==> config.mk <==
export PLATFORM = sky130hd
export DESIGN_NAME = spindle_param_menu
export DESIGN_NICKNAME = d
export VERILOG_FILES = /design/src/spm_pkg.sv /design/src/switch_debounce.sv /design/src/spindle_param_menu.sv
export SDC_FILE = /design/constraint.sdc
export NUM_CORES = 1
export LEC_CHECK = 0
export BUFFER_PORTS_ARGS = -buffer_cell sky130_fd_sc_hd__buf_4
export CAP_MARGIN = 20
export CORE_MARGIN = 1.5
export CORE_UTILIZATION = 63
export DETAILED_ROUTE_END_ITERATION = 8
export PLACE_DENSITY = 0.79
export SLEW_MARGIN = 30
export SYNTH_ARGS = -nofsm -noshare
export SYNTH_HDL_FRONTEND = slang
export SYNTH_SLANG_ARGS = --single-unit
==> constraint.sdc <==
create_clock -name i_clk -period 10.4 [get_ports i_clk]
set_clock_uncertainty 0.2 [all_clocks]
set_input_delay 0.52 -clock i_clk [delete_from_list [all_inputs] [get_ports i_clk]]
set_output_delay 0.52 -clock i_clk [all_outputs]
set_load 0.005 [all_outputs]
==> src/spm_pkg.sv <==
/*
  Shared constants, types and helpers for the spindle parameter menu.
  Assumes a single 40 MHz clock. Speeds in thousands per minute are 7 bits wide.
  Speeds in rpm are 17 bits wide, and voltages arrive in millivolts.
*/
package spm_pkg;

  // clock and timing
  localparam int CLK_HZ = 40000000;
  localparam int CLK_PER_MS = CLK_HZ / 1000;
  localparam int HOLD_MS = 3000;      // reset held at power-on
  localparam int DEBOUNCE_MS = 20;    // switch settle time
  localparam int BLINK_MS = 500;      // display and led alternation
  localparam int BEEP_MS = 100;       // buzzer half period
  localparam int HOLD_CYCLES = HOLD_MS * CLK_PER_MS;
  localparam int DEBOUNCE_CYCLES = DEBOUNCE_MS * CLK_PER_MS;
  localparam int BLINK_CYCLES = BLINK_MS * CLK_PER_MS;
  localparam int BEEP_CYCLES = BEEP_MS * CLK_PER_MS;
  localparam int TMR_W = 27;
  localparam logic [2:0] BEEP_HALVES = 3'h6; // three beeps, on and off

  // parameter indices
  localparam logic [3:0] P_FIRST = 4'h1;
  localparam logic [3:0] P_FIXED = 4'h3;
  localparam logic [3:0] P_MAX = 4'h4;
  localparam logic [3:0] P_EXT = 4'h5;
  localparam logic [3:0] P_START = 4'h6;
  localparam logic [3:0] P_AIR = 4'h7;
  localparam logic [3:0] P_SCALE = 4'h8;
  localparam logic [3:0] P_LAST = 4'h8;
  localparam logic [3:0] P_CONFIRM = 4'h9;
  localparam logic [8:1] PARAM_DEFAULTS = 8'h00; // every parameter off

  // speeds
  localparam logic [6:0] SPEED_MIN_K = 7'h01;   // 1,000 per minute
  localparam logic [6:0] SPEED_MAX_K = 7'h50;   // 80,000 per minute
  localparam logic [6:0] PULSE_MIN_K = 7'h00;
  localparam logic [16:0] RPM_PER_K = 17'h003e8;  // 1,000
  localparam logic [16:0] ABS_CAP_RPM = 17'h13880; // 80,000
  localparam logic [16:0] AIR_CAP_RPM = 17'h07530; // 30,000
  localparam logic [16:0] SCALE_CAP_RPM = 17'h0ea60; // 60,000
  localparam logic [20:0] MV_MUL_PLAIN = 21'h00000a;  // 10,000 per volt
  localparam logic [20:0] MV_MUL_SCALED = 21'h000014; // 10,000/1.5 as 20/3 per mV
  localparam logic [20:0] MV_DIV_SCALED = 21'h000003;

  typedef enum logic [2:0] {
    ST_BOOT = 3'h0,
    ST_BEEP = 3'h1,
    ST_WAIT_REL = 3'h2,
    ST_RUN = 3'h3,
    ST_SELECT = 3'h4,
    ST_EDIT = 3'h5,
    ST_CONFIRM = 3'h6
  } menu_state_t;

  typedef enum logic [2:0] {
    DISP_BLANK = 3'h0,
    DISP_PARAM = 3'h1,
    DISP_OFF = 3'h2,
    DISP_ON = 3'h3,
    DISP_NUM = 3'h4
  } disp_t;

  // thousands to rpm
  function automatic logic [16:0] kilo_to_rpm(input logic [6:0] k);
    kilo_to_rpm = 17'(17'(k) * RPM_PER_K);
  endfunction

  // millivolts to rpm, plain or compatibility scaling
  function automatic logic [16:0] volt_to_rpm(input logic [13:0] mv, input logic scaled);
    logic [20:0] wide;
    wide = scaled ? 21'((21'(mv) * MV_MUL_SCALED) / MV_DIV_SCALED) : 21'(21'(mv) * MV_MUL_PLAIN);
    volt_to_rpm = 17'(wide);
  endfunction

  function automatic logic [16:0] min_rpm(input logic [16:0] a, input logic [16:0] b);
    min_rpm = (a < b) ? a : b;
  endfunction

  // keep a stored speed inside the settable range
  function automatic logic [6:0] clamp_k(input logic [6:0] k);
    clamp_k = (k < SPEED_MIN_K) ? SPEED_MIN_K : ((k > SPEED_MAX_K) ? SPEED_MAX_K : k);
  endfunction

endpackage

==> src/switch_debounce.sv <==
/*
  Debounce and press detection for one panel switch.
  Assumes the raw input is already synchronous to i_clk and that the reset is synchronised.
*/
`timescale 1ns/10ps
`default_nettype none

module switch_debounce #(
  parameter int DB_CYC = 800000
) (
  input wire logic i_clk,   // system clock
  input wire logic i_rstn,  // synchronised reset, low active
  input wire logic i_raw,   // raw switch level, high pressed
  output logic o_level,     // settled level
  output logic o_press      // one-cycle pulse on each settled press
);

  logic [26:0] cnt;

  // the level only follows the raw input after it has held steady, so that bounce is ignored
  always_ff @(posedge i_clk or negedge i_rstn) begin
    if (!i_rstn) begin
      cnt <= 27'h0000000;
      o_level <= 1'b0;
    end else if (i_raw == o_level) begin
      cnt <= 27'h0000000;
    end else if (cnt == 27'(DB_CYC - 1)) begin
      cnt <= 27'h0000000;
      o_level <= i_raw;
    end else begin
      cnt <= cnt + 27'h0000001;
    end
  end

  // press pulse is the settled rising edge
  always_ff @(posedge i_clk or negedge i_rstn) begin
    if (!i_rstn) begin
      o_press <= 1'b0;
    end else begin
      o_press <= (cnt == 27'(DB_CYC - 1)) && i_raw && !o_level;
    end
  end

endmodule

`default_nettype wire

==> src/spindle_param_menu.sv <==
/*
  Parameter menu and speed command logic of the spindle control unit.
  Assumes synchronous panel and connector inputs, and external non-volatile storage.
  The storage presents saved values while reset is asserted and takes one-cycle write strobes.
*/
//
// Contract
// - start press toggles the maximum-speed parameter between off and on
// - enabled limit alternates on code and speed; adjust steps 1 to 80 thousand
// - reset press stores the shown choice, then the display shows parameter code
// - adjust press in setting mode moves selection to the next parameter
// - external source parameter picks voltage input or pulse counting
// - pulse mode: up/down open raises, closed lowers, 1,000 per pulse
// - start method picks direction plus start, or forward and reverse starts
// - air override allows running without air, capped at 30,000
// - scaling off: speed equals millivolts times ten
// - scaling on: speed equals volts times 10,000 divided by 1.5
// - scaling on caps speed at 60,000
// - confirm view steps parameters by start, alternating code and setting
// - after the last, start returns to selection; reset ends confirm view
// - factory default of every parameter is off
// - power-up restores panel state and all parameters
// - reset held 3 s at power-on enters setting mode, three beeps, led flashes
// - presets live in non-volatile storage
`timescale 1ns/10ps
`default_nettype none

module spindle_param_menu
  import spm_pkg::*;
#(
  parameter int HOLD_CYC = HOLD_CYCLES,
  parameter int DB_CYC = DEBOUNCE_CYCLES,
  parameter int BLINK_CYC = BLINK_CYCLES,
  parameter int BEEP_CYC = BEEP_CYCLES
) (
  input wire logic i_clk,                   // 40 MHz clock
  input wire logic i_rstn,                  // power-on reset, low active
  input wire logic i_start_sw,              // start switch, high pressed
  input wire logic i_reset_sw,              // error reset switch, high pressed
  input wire logic i_adjust_sw,             // speed adjust switch, high pressed
  input wire logic i_auto_mode,             // panel in auto mode
  input wire logic [13:0] i_voltage_speed_in, // speed voltage in millivolts
  input wire logic i_count_pulse_in,        // speed count pulse
  input wire logic i_up_down_select,        // high open: increase
  input wire logic i_dir_in,                // direction, high reverse
  input wire logic i_start_in,              // start level
  input wire logic i_forward_start,         // forward start level
  input wire logic i_reverse_start,         // reverse start level
  input wire logic i_nv_blank,              // storage never written
  input wire logic [8:1] i_nv_enable,       // stored on/off per parameter
  input wire logic [6:0] i_nv_fixed_speed,  // stored fixed speed, thousands
  input wire logic [6:0] i_nv_max_speed,    // stored speed limit, thousands
  input wire logic [6:0] i_nv_panel_speed,  // stored panel speed, thousands
  input wire logic i_nv_panel_dir,          // stored direction
  input wire logic i_nv_panel_auto,         // stored auto/manual
  input wire logic [3:0] i_nv_panel_gear,   // stored gear ratio
  output logic [2:0] o_disp_kind,           // display content kind
  output logic [6:0] o_disp_value,          // parameter number or thousands
  output logic o_start_led,                 // start indicator
  output logic o_buzzer,                    // buzzer drive
  output logic o_setting_mode,              // menu active
  output logic [16:0] o_speed_cmd,          // commanded speed, rpm
  output logic o_run,                       // run request
  output logic o_run_reverse,               // reverse direction
  output logic o_air_monitor_en,            // cooling air check enabled
  output logic o_nv_we,                     // storage write strobe
  output logic [3:0] o_nv_index,            // parameter written
  output logic o_nv_enable,                 // on/off written
  output logic [6:0] o_nv_speed,            // speed written, thousands
  output logic [6:0] o_resume_speed,        // restored panel speed
  output logic o_resume_dir,                // restored direction
  output logic o_resume_auto,               // restored control mode
  output logic [3:0] o_resume_gear          // restored gear ratio
);

  logic rst_meta;
  logic rst_n;
  logic loaded;
  logic start_press;
  logic reset_press;
  logic adjust_press;
  logic reset_level;
  logic cnt_prev;
  logic cnt_rise;
  menu_state_t state;
  logic [3:0] sel;
  logic [3:0] view;
  logic edit_en;
  logic [6:0] edit_k;
  logic commit;
  logic [TMR_W-1:0] tmr;
  logic [2:0] halves;
  logic [TMR_W-1:0] blink_cnt;
  logic blink;
  logic [8:1] param_en;
  logic [6:0] fixed_k;
  logic [6:0] max_k;
  logic [6:0] pulse_k;
  logic [16:0] next_speed;
  logic setting;

  function automatic logic has_speed(input logic [3:0] idx);
    has_speed = (idx == P_FIXED) || (idx == P_MAX);
  endfunction

  function automatic logic [3:0] next_sel(input logic [3:0] idx);
    next_sel = (idx == P_CONFIRM) ? P_FIRST : 4'(idx + 4'h1);
  endfunction

  // reset release through two flops
  always_ff @(posedge i_clk or negedge i_rstn) begin
    if (!i_rstn) begin
      rst_meta <= 1'b0;
      rst_n <= 1'b0;
    end else begin
      rst_meta <= 1'b1;
      rst_n <= rst_meta;
    end
  end

  switch_debounce #(.DB_CYC(DB_CYC)) u_db_start (
    .i_clk(i_clk), .i_rstn(rst_n), .i_raw(i_start_sw), .o_level(), .o_press(start_press));
  switch_debounce #(.DB_CYC(DB_CYC)) u_db_reset (
    .i_clk(i_clk), .i_rstn(rst_n), .i_raw(i_reset_sw), .o_level(reset_level),
    .o_press(reset_press));
  switch_debounce #(.DB_CYC(DB_CYC)) u_db_adjust (
    .i_clk(i_clk), .i_rstn(rst_n), .i_raw(i_adjust_sw), .o_level(), .o_press(adjust_press));

  // count pulse edge; the controller drives it cleanly, so no debounce delay
  always_ff @(posedge i_clk or negedge rst_n) begin
    if (!rst_n) begin
      cnt_prev <= 1'b0;
    end else begin
      cnt_prev <= i_count_pulse_in;
    end
  end
  assign cnt_rise = i_count_pulse_in && !cnt_prev;

  // one cycle after release the stored values are taken in
  always_ff @(posedge i_clk or negedge rst_n) begin
    if (!rst_n) begin
      loaded <= 1'b0;
    end else begin
      loaded <= 1'b1;
    end
  end

  // panel state restored from storage at power-up
  always_ff @(posedge i_clk or negedge rst_n) begin
    if (!rst_n) begin
      o_resume_speed <= SPEED_MIN_K;
      o_resume_dir <= 1'b0;
      o_resume_auto <= 1'b0;
      o_resume_gear <= 4'h0;
    end else if (!loaded) begin
      o_resume_speed <= clamp_k(i_nv_panel_speed);
      o_resume_dir <= i_nv_panel_dir;
      o_resume_auto <= i_nv_panel_auto;
      o_resume_gear <= i_nv_panel_gear;
    end
  end

  // defaults off; stored settings reloaded; commit updates the live copy
  always_ff @(posedge i_clk or negedge rst_n) begin
    if (!rst_n) begin
      param_en <= PARAM_DEFAULTS;
      fixed_k <= SPEED_MIN_K;
      max_k <= SPEED_MAX_K;
    end else if (!loaded) begin
      param_en <= i_nv_blank ? PARAM_DEFAULTS : i_nv_enable;
      fixed_k <= clamp_k(i_nv_fixed_speed);
      max_k <= i_nv_blank ? SPEED_MAX_K : clamp_k(i_nv_max_speed);
    end else if (commit) begin
      param_en[sel] <= edit_en;
      if (sel == P_FIXED) begin
        fixed_k <= edit_k;
      end
      if (sel == P_MAX) begin
        max_k <= edit_k;
      end
    end
  end

  // storage write of the committed parameter
  always_ff @(posedge i_clk or negedge rst_n) begin
    if (!rst_n) begin
      o_nv_we <= 1'b0;
      o_nv_index <= 4'h0;
      o_nv_enable <= 1'b0;
      o_nv_speed <= 7'h00;
    end else begin
      o_nv_we <= commit;
      if (commit) begin
        o_nv_index <= sel;
        o_nv_enable <= edit_en;
        o_nv_speed <= edit_k;
      end
    end
  end

  // menu sequencing; reset press wins over start, start over adjust
  always_ff @(posedge i_clk or negedge rst_n) begin
    if (!rst_n) begin
      state <= ST_BOOT;
      sel <= P_FIRST;
      view <= P_FIRST;
      edit_en <= 1'b0;
      edit_k <= SPEED_MIN_K;
      commit <= 1'b0;
      tmr <= '0;
      halves <= 3'h0;
    end else begin
      commit <= 1'b0;
      case (state)
        // reset switch must stay held for the whole hold time
        ST_BOOT: begin
          if (!loaded) begin
            tmr <= '0;
          end else if (!i_reset_sw) begin
            state <= ST_RUN;
          end else if (tmr == TMR_W'(HOLD_CYC - 1)) begin
            state <= ST_BEEP;
            tmr <= '0;
            halves <= 3'h0;
          end else begin
            tmr <= tmr + TMR_W'(1);
          end
        end
        ST_BEEP: begin
          if (tmr == TMR_W'(BEEP_CYC - 1)) begin
            tmr <= '0;
            halves <= halves + 3'h1;
            if (halves == BEEP_HALVES - 3'h1) begin
              state <= ST_WAIT_REL;
            end
          end else begin
            tmr <= tmr + TMR_W'(1);
          end
        end
        ST_WAIT_REL: begin
          if (!reset_level) begin
            state <= ST_SELECT;
            sel <= P_FIRST;
          end
        end
        // adjust advances selection; start opens the chosen parameter
        ST_SELECT: begin
          if (start_press) begin
            if (sel == P_CONFIRM) begin
              state <= ST_CONFIRM;
              view <= P_FIRST;
            end else begin
              state <= ST_EDIT;
              edit_en <= param_en[sel];
              edit_k <= (sel == P_FIXED) ? fixed_k : max_k;
            end
          end else if (adjust_press) begin
            sel <= next_sel(sel);
          end
        end
        ST_EDIT: begin
          if (reset_press) begin
            // store and return to the code display
            commit <= 1'b1;
            state <= ST_SELECT;
          end else if (start_press) begin
            edit_en <= !edit_en;
          end else if (adjust_press) begin
            if (has_speed(sel) && edit_en) begin
              // speed step within 1 to 80 thousand, wrapping
              edit_k <= (edit_k == SPEED_MAX_K) ? SPEED_MIN_K : 7'(edit_k + 7'h01);
            end else begin
              sel <= next_sel(sel);
              state <= ST_SELECT;
            end
          end
        end
        ST_CONFIRM: begin
          if (reset_press) begin
            state <= ST_SELECT;
          end else if (start_press) begin
            if (view == P_LAST) begin
              // past the last, back to selection
              state <= ST_SELECT;
              sel <= P_FIRST;
            end else begin
              view <= 4'(view + 4'h1);
            end
          end
        end
        ST_RUN: begin
          tmr <= '0;
        end
        default: begin
          state <= ST_RUN;
        end
      endcase
    end
  end

  assign setting = (state == ST_SELECT) || (state == ST_EDIT) || (state == ST_CONFIRM);

  // alternation timer, shared by display and led so they move together
  always_ff @(posedge i_clk or negedge rst_n) begin
    if (!rst_n) begin
      blink_cnt <= '0;
      blink <= 1'b0;
    end else if (blink_cnt == TMR_W'(BLINK_CYC - 1)) begin
      blink_cnt <= '0;
      blink <= !blink;
    end else begin
      blink_cnt <= blink_cnt + TMR_W'(1);
    end
  end

  // led flashes and buzzer sounds; display content
  always_ff @(posedge i_clk or negedge rst_n) begin
    if (!rst_n) begin
      o_start_led <= 1'b0;
      o_buzzer <= 1'b0;
      o_setting_mode <= 1'b0;
      o_disp_kind <= DISP_BLANK;
      o_disp_value <= 7'h00;
    end else begin
      o_start_led <= setting && blink;
      o_buzzer <= (state == ST_BEEP) && !halves[0];
      o_setting_mode <= setting;
      o_disp_kind <= DISP_BLANK;
      o_disp_value <= 7'h00;
      case (state)
        ST_SELECT: begin
          o_disp_kind <= DISP_PARAM;
          o_disp_value <= 7'(sel);
        end
        ST_EDIT: begin
          if (!edit_en) begin
            o_disp_kind <= DISP_OFF;
          end else if (has_speed(sel) && blink) begin
            o_disp_kind <= DISP_NUM;
            o_disp_value <= edit_k;
          end else begin
            o_disp_kind <= DISP_ON;
          end
        end
        ST_CONFIRM: begin
          if (blink) begin
            o_disp_kind <= DISP_PARAM;
            o_disp_value <= 7'(view);
          end else if (!param_en[view]) begin
            o_disp_kind <= DISP_OFF;
          end else if (has_speed(view)) begin
            o_disp_kind <= DISP_NUM;
            o_disp_value <= (view == P_FIXED) ? fixed_k : max_k;
          end else begin
            o_disp_kind <= DISP_ON;
          end
        end
        default: begin
          o_disp_kind <= DISP_BLANK;
        end
      endcase
    end
  end

  // pulse accumulator, saturating so a long burst cannot wrap the speed
  always_ff @(posedge i_clk or negedge rst_n) begin
    if (!rst_n) begin
      pulse_k <= PULSE_MIN_K;
    end else if (cnt_rise && param_en[P_EXT] && (state == ST_RUN)) begin
      if (i_up_down_select && (pulse_k < SPEED_MAX_K)) begin
        pulse_k <= 7'(pulse_k + 7'h01);
      end else if (!i_up_down_select && (pulse_k > PULSE_MIN_K)) begin
        pulse_k <= 7'(pulse_k - 7'h01);
      end
    end
  end

  // source choice, voltage scaling, lowest limit wins
  always_comb begin
    next_speed = param_en[P_EXT] ? kilo_to_rpm(pulse_k)
                                 : volt_to_rpm(i_voltage_speed_in, param_en[P_SCALE]);
    next_speed = min_rpm(next_speed, ABS_CAP_RPM);
    if (param_en[P_MAX]) begin
      next_speed = min_rpm(next_speed, kilo_to_rpm(max_k));
    end
    if (param_en[P_AIR]) begin
      next_speed = min_rpm(next_speed, AIR_CAP_RPM);
    end
    if (param_en[P_SCALE]) begin
      next_speed = min_rpm(next_speed, SCALE_CAP_RPM);
    end
  end

  // start signalling in auto mode; both forward and reverse at once means stop
  always_ff @(posedge i_clk or negedge rst_n) begin
    if (!rst_n) begin
      o_speed_cmd <= 17'h00000;
      o_run <= 1'b0;
      o_run_reverse <= 1'b0;
      o_air_monitor_en <= 1'b1;
    end else begin
      o_air_monitor_en <= !param_en[P_AIR];
      if ((state == ST_RUN) && i_auto_mode) begin
        o_speed_cmd <= next_speed;
        if (param_en[P_START]) begin
          o_run <= i_forward_start ^ i_reverse_start;
          o_run_reverse <= i_reverse_start;
        end else begin
          o_run <= i_start_in;
          o_run_reverse <= i_dir_in;
        end
      end else begin
        o_speed_cmd <= 17'h00000;
        o_run <= 1'b0;
        o_run_reverse <= 1'b0;
      end
    end
  end

endmodule

`default_nettype wire

==> results of run 1 <==
[layer usage]
metal	vias up	track usage, %	part of all wire [%]
met2	552	51.8	49
met3	81	3.35	5.5
met1	8190	42.0	44
li1	7962	-	-
met5	-	0	0
met4	0	7.77	2.2
[synth_stat cells, drive strengths merged, types with 25 or more instances]
cell	number	area share (%)
dfrtp	249	33
nor2	236	4.7
nand2	182	3.6
o21ai	142	3.8
ha	126	8.2
a21oi	122	3.3
inv	104	2.0
nand3	99	2.6
xor2	82	3.8
xnor2	78	3.6
clkbuf	64	1.3
nor3	49	1.3
nand4	46	1.5
fa	38	4.0
mux2	36	2.1
and3	34	1.1
a31oi	25	0.92
mux2i	25	1.3
[flip-flops by register name, summed over array words and instances (netlist names), 7 cells and up]
signal and count:
blink_cnt 27, edit_k 7, fixed_k 7, max_k 7, o_disp_value 7, o_nv_speed 7
o_resume_speed 7, o_speed_cmd 17, param_en 8, pulse_k 7, tmr 27, u_db_adjust.cnt 27
u_db_reset.cnt 27, u_db_start.cnt 27
[cell usage in the layout, fill, tap and decap left out, types with 8 or more instances in the layout]
cell type / instances
nor2_1: 233
nand2b_1: 18
fa_1: 38
nand4_1: 46
a22o_1: 19
inv_1: 103
nor2b_1: 15
nor3_1: 45
xor2_1: 81
and3_1: 34
nand3_1: 98
nand2_1: 181
o21ai_0: 131
mux2i_1: 25
mux2_2: 35
or3_1: 20
a211oi_1: 18
nor4_1: 22
or2_2: 12
dfrtp_1: 248
o211ai_1: 17
a21oi_1: 119
o21ai_1: 9
o22ai_1: 8
xnor2_1: 76
and2_1: 13
ha_1: 126
a31oi_1: 22
a21o_1: 20
dfstp_2: 8
o2111ai_1: 8
clkbuf_16: 26
dlygate4sd3_1: 15
buf_4: 131
o31ai_1: 12
or4_1: 12
a311oi_1: 8
o21bai_1: 15
[cells by family after synthesis]
logic type,count (synthesis)
AOI/OAI and AO/OA,519
muxes,64
buffers and inverters,184
adders and majority gates,164
DFF,257
xor gates and xnor gates,160
and+or+nand+nor,798
other,1
[path summary, 6_finish.rpt]
kind / from / end / slack (ns) / depth (start not counted)
max: pulse_k[0] / o_speed_cmd[2] / 0.98 / 36
min: i_nv_enable[4] / param_en[4] / 0.01 / 3
max reg2reg: pulse_k[0] / o_speed_cmd[2] / 0.98 / 36
min reg2reg: rst_n / o_nv_enable / 0.13 / 0
max in group asynchronous: rst_n / u_db_reset.cnt[18] / 8.18 / 2
min in group asynchronous: i_rstn / rst_n / 0.09 / 2
[final cells by class]
cell class,count,share of cell area (%)
clock buffers,30,3.30
clock inverters,15,0.948
inverters,108,1.90
multi-input cells,1707,56.0
flip-flops and latches,257,30.1
well taps,390,2.28
repair buffers,148,5.40
[critical path: cells and delay by family (launching register included)]
family | cells | cell delay, ns
xor gates and xnor gates | 1 | 0.11
adders and majority gates | 6 | 2.78
buffers and inverters | 2 | 0.11
DFF | 1 | 0.54
and+or+nand+nor | 9 | 1.44
AOI/OAI and AO/OA | 18 | 4.17
[power groups by stage]
stage / combinational, mW / clock, mW / sequential, mW
6_report: 4.09 / 0.985 / 1.22
5_1_grt: 4.56 / 1.04 / 1.24
4_1_cts: 4.06 / 1.00 / 1.22
3_5_place_dp: 4.00 / 0 / 1.24
3_3_place_gp: 3.91 / 0 / 1.23
2_1_floorplan: 3.10 / 0 / 1.19
[metrics by stage]
stage | std cells | cell area, sq um
floorplan | 2148 | 19100
global placement | 2595 | 20300
detailed placement | 2595 | 20300
CTS | 2653 | 21300
global route | 2655 | 21400
finish | 2655 | 21400
[timing repair]
item	CTS	global route
hold endpoints to repair	14	2
hold buffers	13	2
setup endpoints to repair	0	0
==> metrics.csv, run 1 <==
stage,metric,value,unit
synth,xor and xnor area share after synthesis,7.41,%
global_route,GRT Util Overall,30.6,%
sta,worst slew pin tran,0.928,ns
power_and_ir_drop,P_sw,2.98,mW
run,max_cap viols,0,
placement,Placer Congestion,0.929,
synth,synthesized flop and latch total,257,
route,Starting DRT DRC Count,1328,
clocking,Sink Count,257,
global_route,GRT overflow,0,
synth,proportion of synthesized area in mux cells,3.78,%
clocking,H-tree depth,1,
route,via count,16785,
sta,relative slew slack,37.7,%
synth,area of the mapped netlist,0.0191,sq mm
setup_path,critical path type,register to register,
setup_path,CP peak stage delay,0.66,ns
floorplanning,Initial Utilization,64.3,%
synth,register area share after synthesis,33.7,%
power_and_ir_drop,PwrDens,295,mW/mm^2
status,status,completed,
min_path,type of the worst min-delay path,primary input to register,
sta,crit share post-route,90.6,%
clocking,Clock transition at path regs,0.07,ns
sta,crit path time final,9.42,ns
layout,antenna diode count,0,
route,via/cell ratio,6.32,
setup_path,CP Capture Type,register,
synth,"EDFF count, synth",0,
layout,FF/Latch Area,0.00644,sq mm
power_and_ir_drop,Seq pwr share,19.4,%
power_and_ir_drop,VDD IR max,345,uV
layout,Multi-input gate area,0.0120,sq mm
clocking,CTS root buf,clkbuf_16,
route,final wirelength,48.3,mm
route,Routed Antenna Nets,0,
placement,DP Wirelength,35.4,mm
sta,unrepaired setup endpoints after global routing,false,
floorplanning,Die Y,177,um
floorplanning,Core Area,0.0297,sq mm
sta,setup TNS,0,ns
synth,Synth Area in Compound Gates,18.5,%
sta,FMAX,106,MHz
floorplanning,Rows,63,
setup_path,cell mode on critical path,a21oi_1,
setup_path,CP max FO,20,
power_and_ir_drop,Tot Pwr,6.30,mW
clocking,post_cts resized,0,
synth,Syn Area/Cell,8.90,sq um
clocking,setup repair bufs after CTS,0,
power_and_ir_drop,Pleak,9.53,nW
clocking,clock tree buffer depth,3,
floorplanning,DIE WIDTH,177,um
global_route,antenna violations before repair,0,
layout,fillers,2242,
sta,Max Slew Vio Count,0,
sta,final hold slack,0.0140,ns
setup_path,Required @ worst endpoint,10.68,ns
layout,synthesis-to-layout area growth,11.9,%
setup_path,startpoint class of the critical path,register,
synth,"Top FF cell, synth",dfrtp_1,
synth,largest family of logic cells by synthesized area,simple AND/OR/NAND/NOR gates,
power_and_ir_drop,clock share of power,15.6,%
placement,DP Worst Slack,0.871,ns
layout,fraction of layout cells with a size suffix above 1,12.9,%
power_and_ir_drop,Comb pwr share,64.9,%
power_and_ir_drop,Int Pwr,3.32,mW
floorplanning,die area,0.0314,sq mm
synth,async set or reset register ratio after synthesis,100,%
global_route,vias in the first global route,16087,
route,average wire per standard cell,18.2,um
layout,"Core Util, Final",72.0,%
synth,simple-gate portion of the synthesized area,20.6,%
placement,IO buf count,120,
clocking,clock latency at the later pin of the worst-skew pair,0.55,ns
setup_path,CP arrival,9.70,ns
global_route,global-route wire length before repair,79.2,mm
layout,final net count,2474,
clocking,CTS tree,yes,
synth,adder-cell share of the synthesized area,12.2,%
sta,final worst slack,0.981,ns
sta,endpoints failing setup,0,
floorplanning,IO Count,121,
synth,Synth Instances,2147,
clocking,CTS buffer count,26,
setup_path,Crit-path slowest cell,a21boi_0,
power_and_ir_drop,switch share,47.4,%
route,post-route DRC violation count,0,
synth,synthesis warning total,0,
synth,Yosys cell types,114,
route,TritonRoute pass-1 iters,8,
sta,Final Hold Viols,0,
global_route,pin count of the biggest net entering global routing,77,
Note: power is estimated with default switching activity, not from simulation.
==> run 2: changes to the inputs <==
--- a/config.mk
+++ b/config.mk
@@ -7,7 +7,7 @@
 export LEC_CHECK = 0
 export BUFFER_PORTS_ARGS = -buffer_cell sky130_fd_sc_hd__buf_4
 export CAP_MARGIN = 20
-export CORE_MARGIN = 1.5
+export CORE_MARGIN = 2
 export CORE_UTILIZATION = 63
 export DETAILED_ROUTE_END_ITERATION = 8
 export PLACE_DENSITY = 0.79
==> constraint.sdc (replaced) <==
create_clock -name i_clk -period 10.4 [get_ports i_clk]
set_clock_uncertainty 0.2 [all_clocks]
set_input_delay 2.08 -clock i_clk [delete_from_list [all_inputs] [get_ports i_clk]]
set_output_delay 2.08 -clock i_clk [all_outputs]
set_load 0.005 [all_outputs]
==> metrics.csv, run 2 (synthesized netlist as in run 1, its figures left out) <==
stage,metric,value,unit
status,status,completed,
setup_path,cell mode on critical path,ha_1,
run,max_cap viols,0,
route,final wirelength,50.2,mm
setup_path,startpoint class of the critical path,primary input,
layout,most frequent cells in the layout,"dfrtp_1 (248), nor2_1 (234), nand2_1 (181), buf_4 (164), o21ai_0 (131)",
setup_path,critical path type,primary input to register,
layout,antenna diode count,0,
clocking,Clock transition at path regs,0.06,ns
clocking,CTS tree,yes,
layout,"commonest non-fill, non-tap cell in the layout",dfrtp_1,
sta,crit path time final,9.72,ns
sta,unrepaired setup endpoints after global routing,false,
layout,finished layout cell area,0.0217,sq mm
sta,final worst slack,0.677,ns
setup_path,CP arrival,9.98,ns
placement,IO buf count,120,
global_route,met1 usage,42.4,%
route,post-route DRC violation count,0,
sta,final hold slack,0.0913,ns
floorplanning,die area,0.0318,sq mm
placement,DP Cell Count,2627,
sta,crit share post-route,93.5,%
setup_path,CP max FO,17,
floorplanning,IO Count,121,
clocking,CTS buffer count,28,
global_route,global-route wire length before repair,81.6,mm
clocking,Sink Count,257,
floorplanning,Die Y,178,um
floorplanning,Rows,63,
power_and_ir_drop,VDD IR max,424,uV
global_route,pin count of the biggest net entering global routing,73,
min_path,type of the worst min-delay path,register to async pin,
global_route,met2 Track Usage GR,53.2,%
global_route,antenna violations before repair,0,
sta,Max Slew Vio Count,0,
global_route,GR peak layer,met2,
layout,final net count,2495,
layout,"Cell Count, Final, Fillers Out",2681,
sta,Final Hold Viols,0,
clocking,setup repair bufs after CTS,0,
floorplanning,Core Area,0.0298,sq mm
clocking,CTS root buf,clkbuf_16,
global_route,met3 usage,4.31,%
setup_path,Crit-path slowest cell,a311oi_1,
power_and_ir_drop,Pleak,9.75,nW
setup_path,Required @ worst endpoint,10.66,ns
clocking,clock latency at the later pin of the worst-skew pair,0.57,ns
setup_path,CP Capture Type,register,
placement,DP Wirelength,36.5,mm
floorplanning,Initial Utilization,64.2,%
route,Starting DRT DRC Count,1523,
placement,Placer Congestion,0.908,
route,TritonRoute pass-1 iters,6,
placement,DP Worst Slack,-0.0240,ns
layout,fraction of layout cells with a size suffix above 1,14.4,%
setup_path,CP peak stage delay,0.54,ns
global_route,GRT overflow,0,
sta,FMAX,103,MHz
route,Routed Antenna Nets,0,
clocking,H-tree depth,1,
setup_path,worst-case reg-to-reg path depth,35,
sta,endpoints failing setup,0,
sta,relative slew slack,36.6,%
layout,synthesis-to-layout area growth,13.6,%
route,average wire per standard cell,18.7,um
power_and_ir_drop,PwrDens,306,mW/mm^2
floorplanning,DIE WIDTH,178,um
route,via/cell ratio,6.32,
sta,worst slew pin tran,0.944,ns
global_route,GRT Util Overall,31.6,%
placement,"Cell Area, Placed",0.0206,sq mm
route,via count,16946,
clocking,clock tree buffer depth,3,
global_route,vias in the first global route,16556,
run 2: what timing repair did:
item	4_1_cts	5_1_grt
hold buffers	0	0
endpoints found under the setup margin	0	16
resized for setup	0	3
hold endpoints to repair	0	0
run 2: final timing paths:
check	endpoint	slack (ns)	startpoint
worst min-delay path	o_nv_speed[4]	0.09	rst_n
min in group i_clk	rst_n	0.15	rst_meta
max in group asynchronous	u_db_adjust.cnt[16]	7.84	rst_n
worst max register to register	o_speed_cmd[3]	1.55	pulse_k[0]
worst max-delay path	o_speed_cmd[0]	0.68	i_voltage_speed_in[1]
worst min register to register	o_nv_speed[4]	0.09	rst_n
run 2: worst max-delay path, delay by kind of cell:
kind / cells / cell delay (ns)
compound gates: 13 / 2.84
simple gates: 9 / 2.83
fa+ha+maj: 5 / 1.41
buf+inv: 5 / 0.66
mux: 1 / 0.16
run 2: layout make-up:
type / count / area (sq um)
multi-input combinational: 1707 / 12000
fill: 2244 / 8090
sequential: 257 / 6440
timing repair buffer: 167 / 1290
clock buffer: 35 / 767
tap: 390 / 488
inverter: 108 / 405
clock inverter: 17 / 335
run 2: metrics by stage:
| stage | power, mW | utilization (%) | TNS [ns] |
|---|---|---|---|
| floorplan | 4.28 | - | 0 |
| global placement | 5.27 | 68.9 | 0 |
| detailed placement | 5.37 | 69.0 | -0.0546 |
| CTS | 6.60 | 72.7 | 0 |
| global route | 7.24 | 72.9 | 0 |
| finish | 6.65 | 72.9 | 0 |
run 2: per-layer routing:
metal | wire, um | up-vias
li1 | - | 8009
met5 | 0 | -
met1 | 21500 | 8176
met3 | 3030 | 124
met2 | 24200 | 637
met4 | 1420 | 0
run 2: report_power, final:
group	internal [mW]	switching (mW)	leakage, nW
clock network	0.749	0.422	0.537
registers	1.08	0.145	3.44
logic	1.75	2.50	5.77
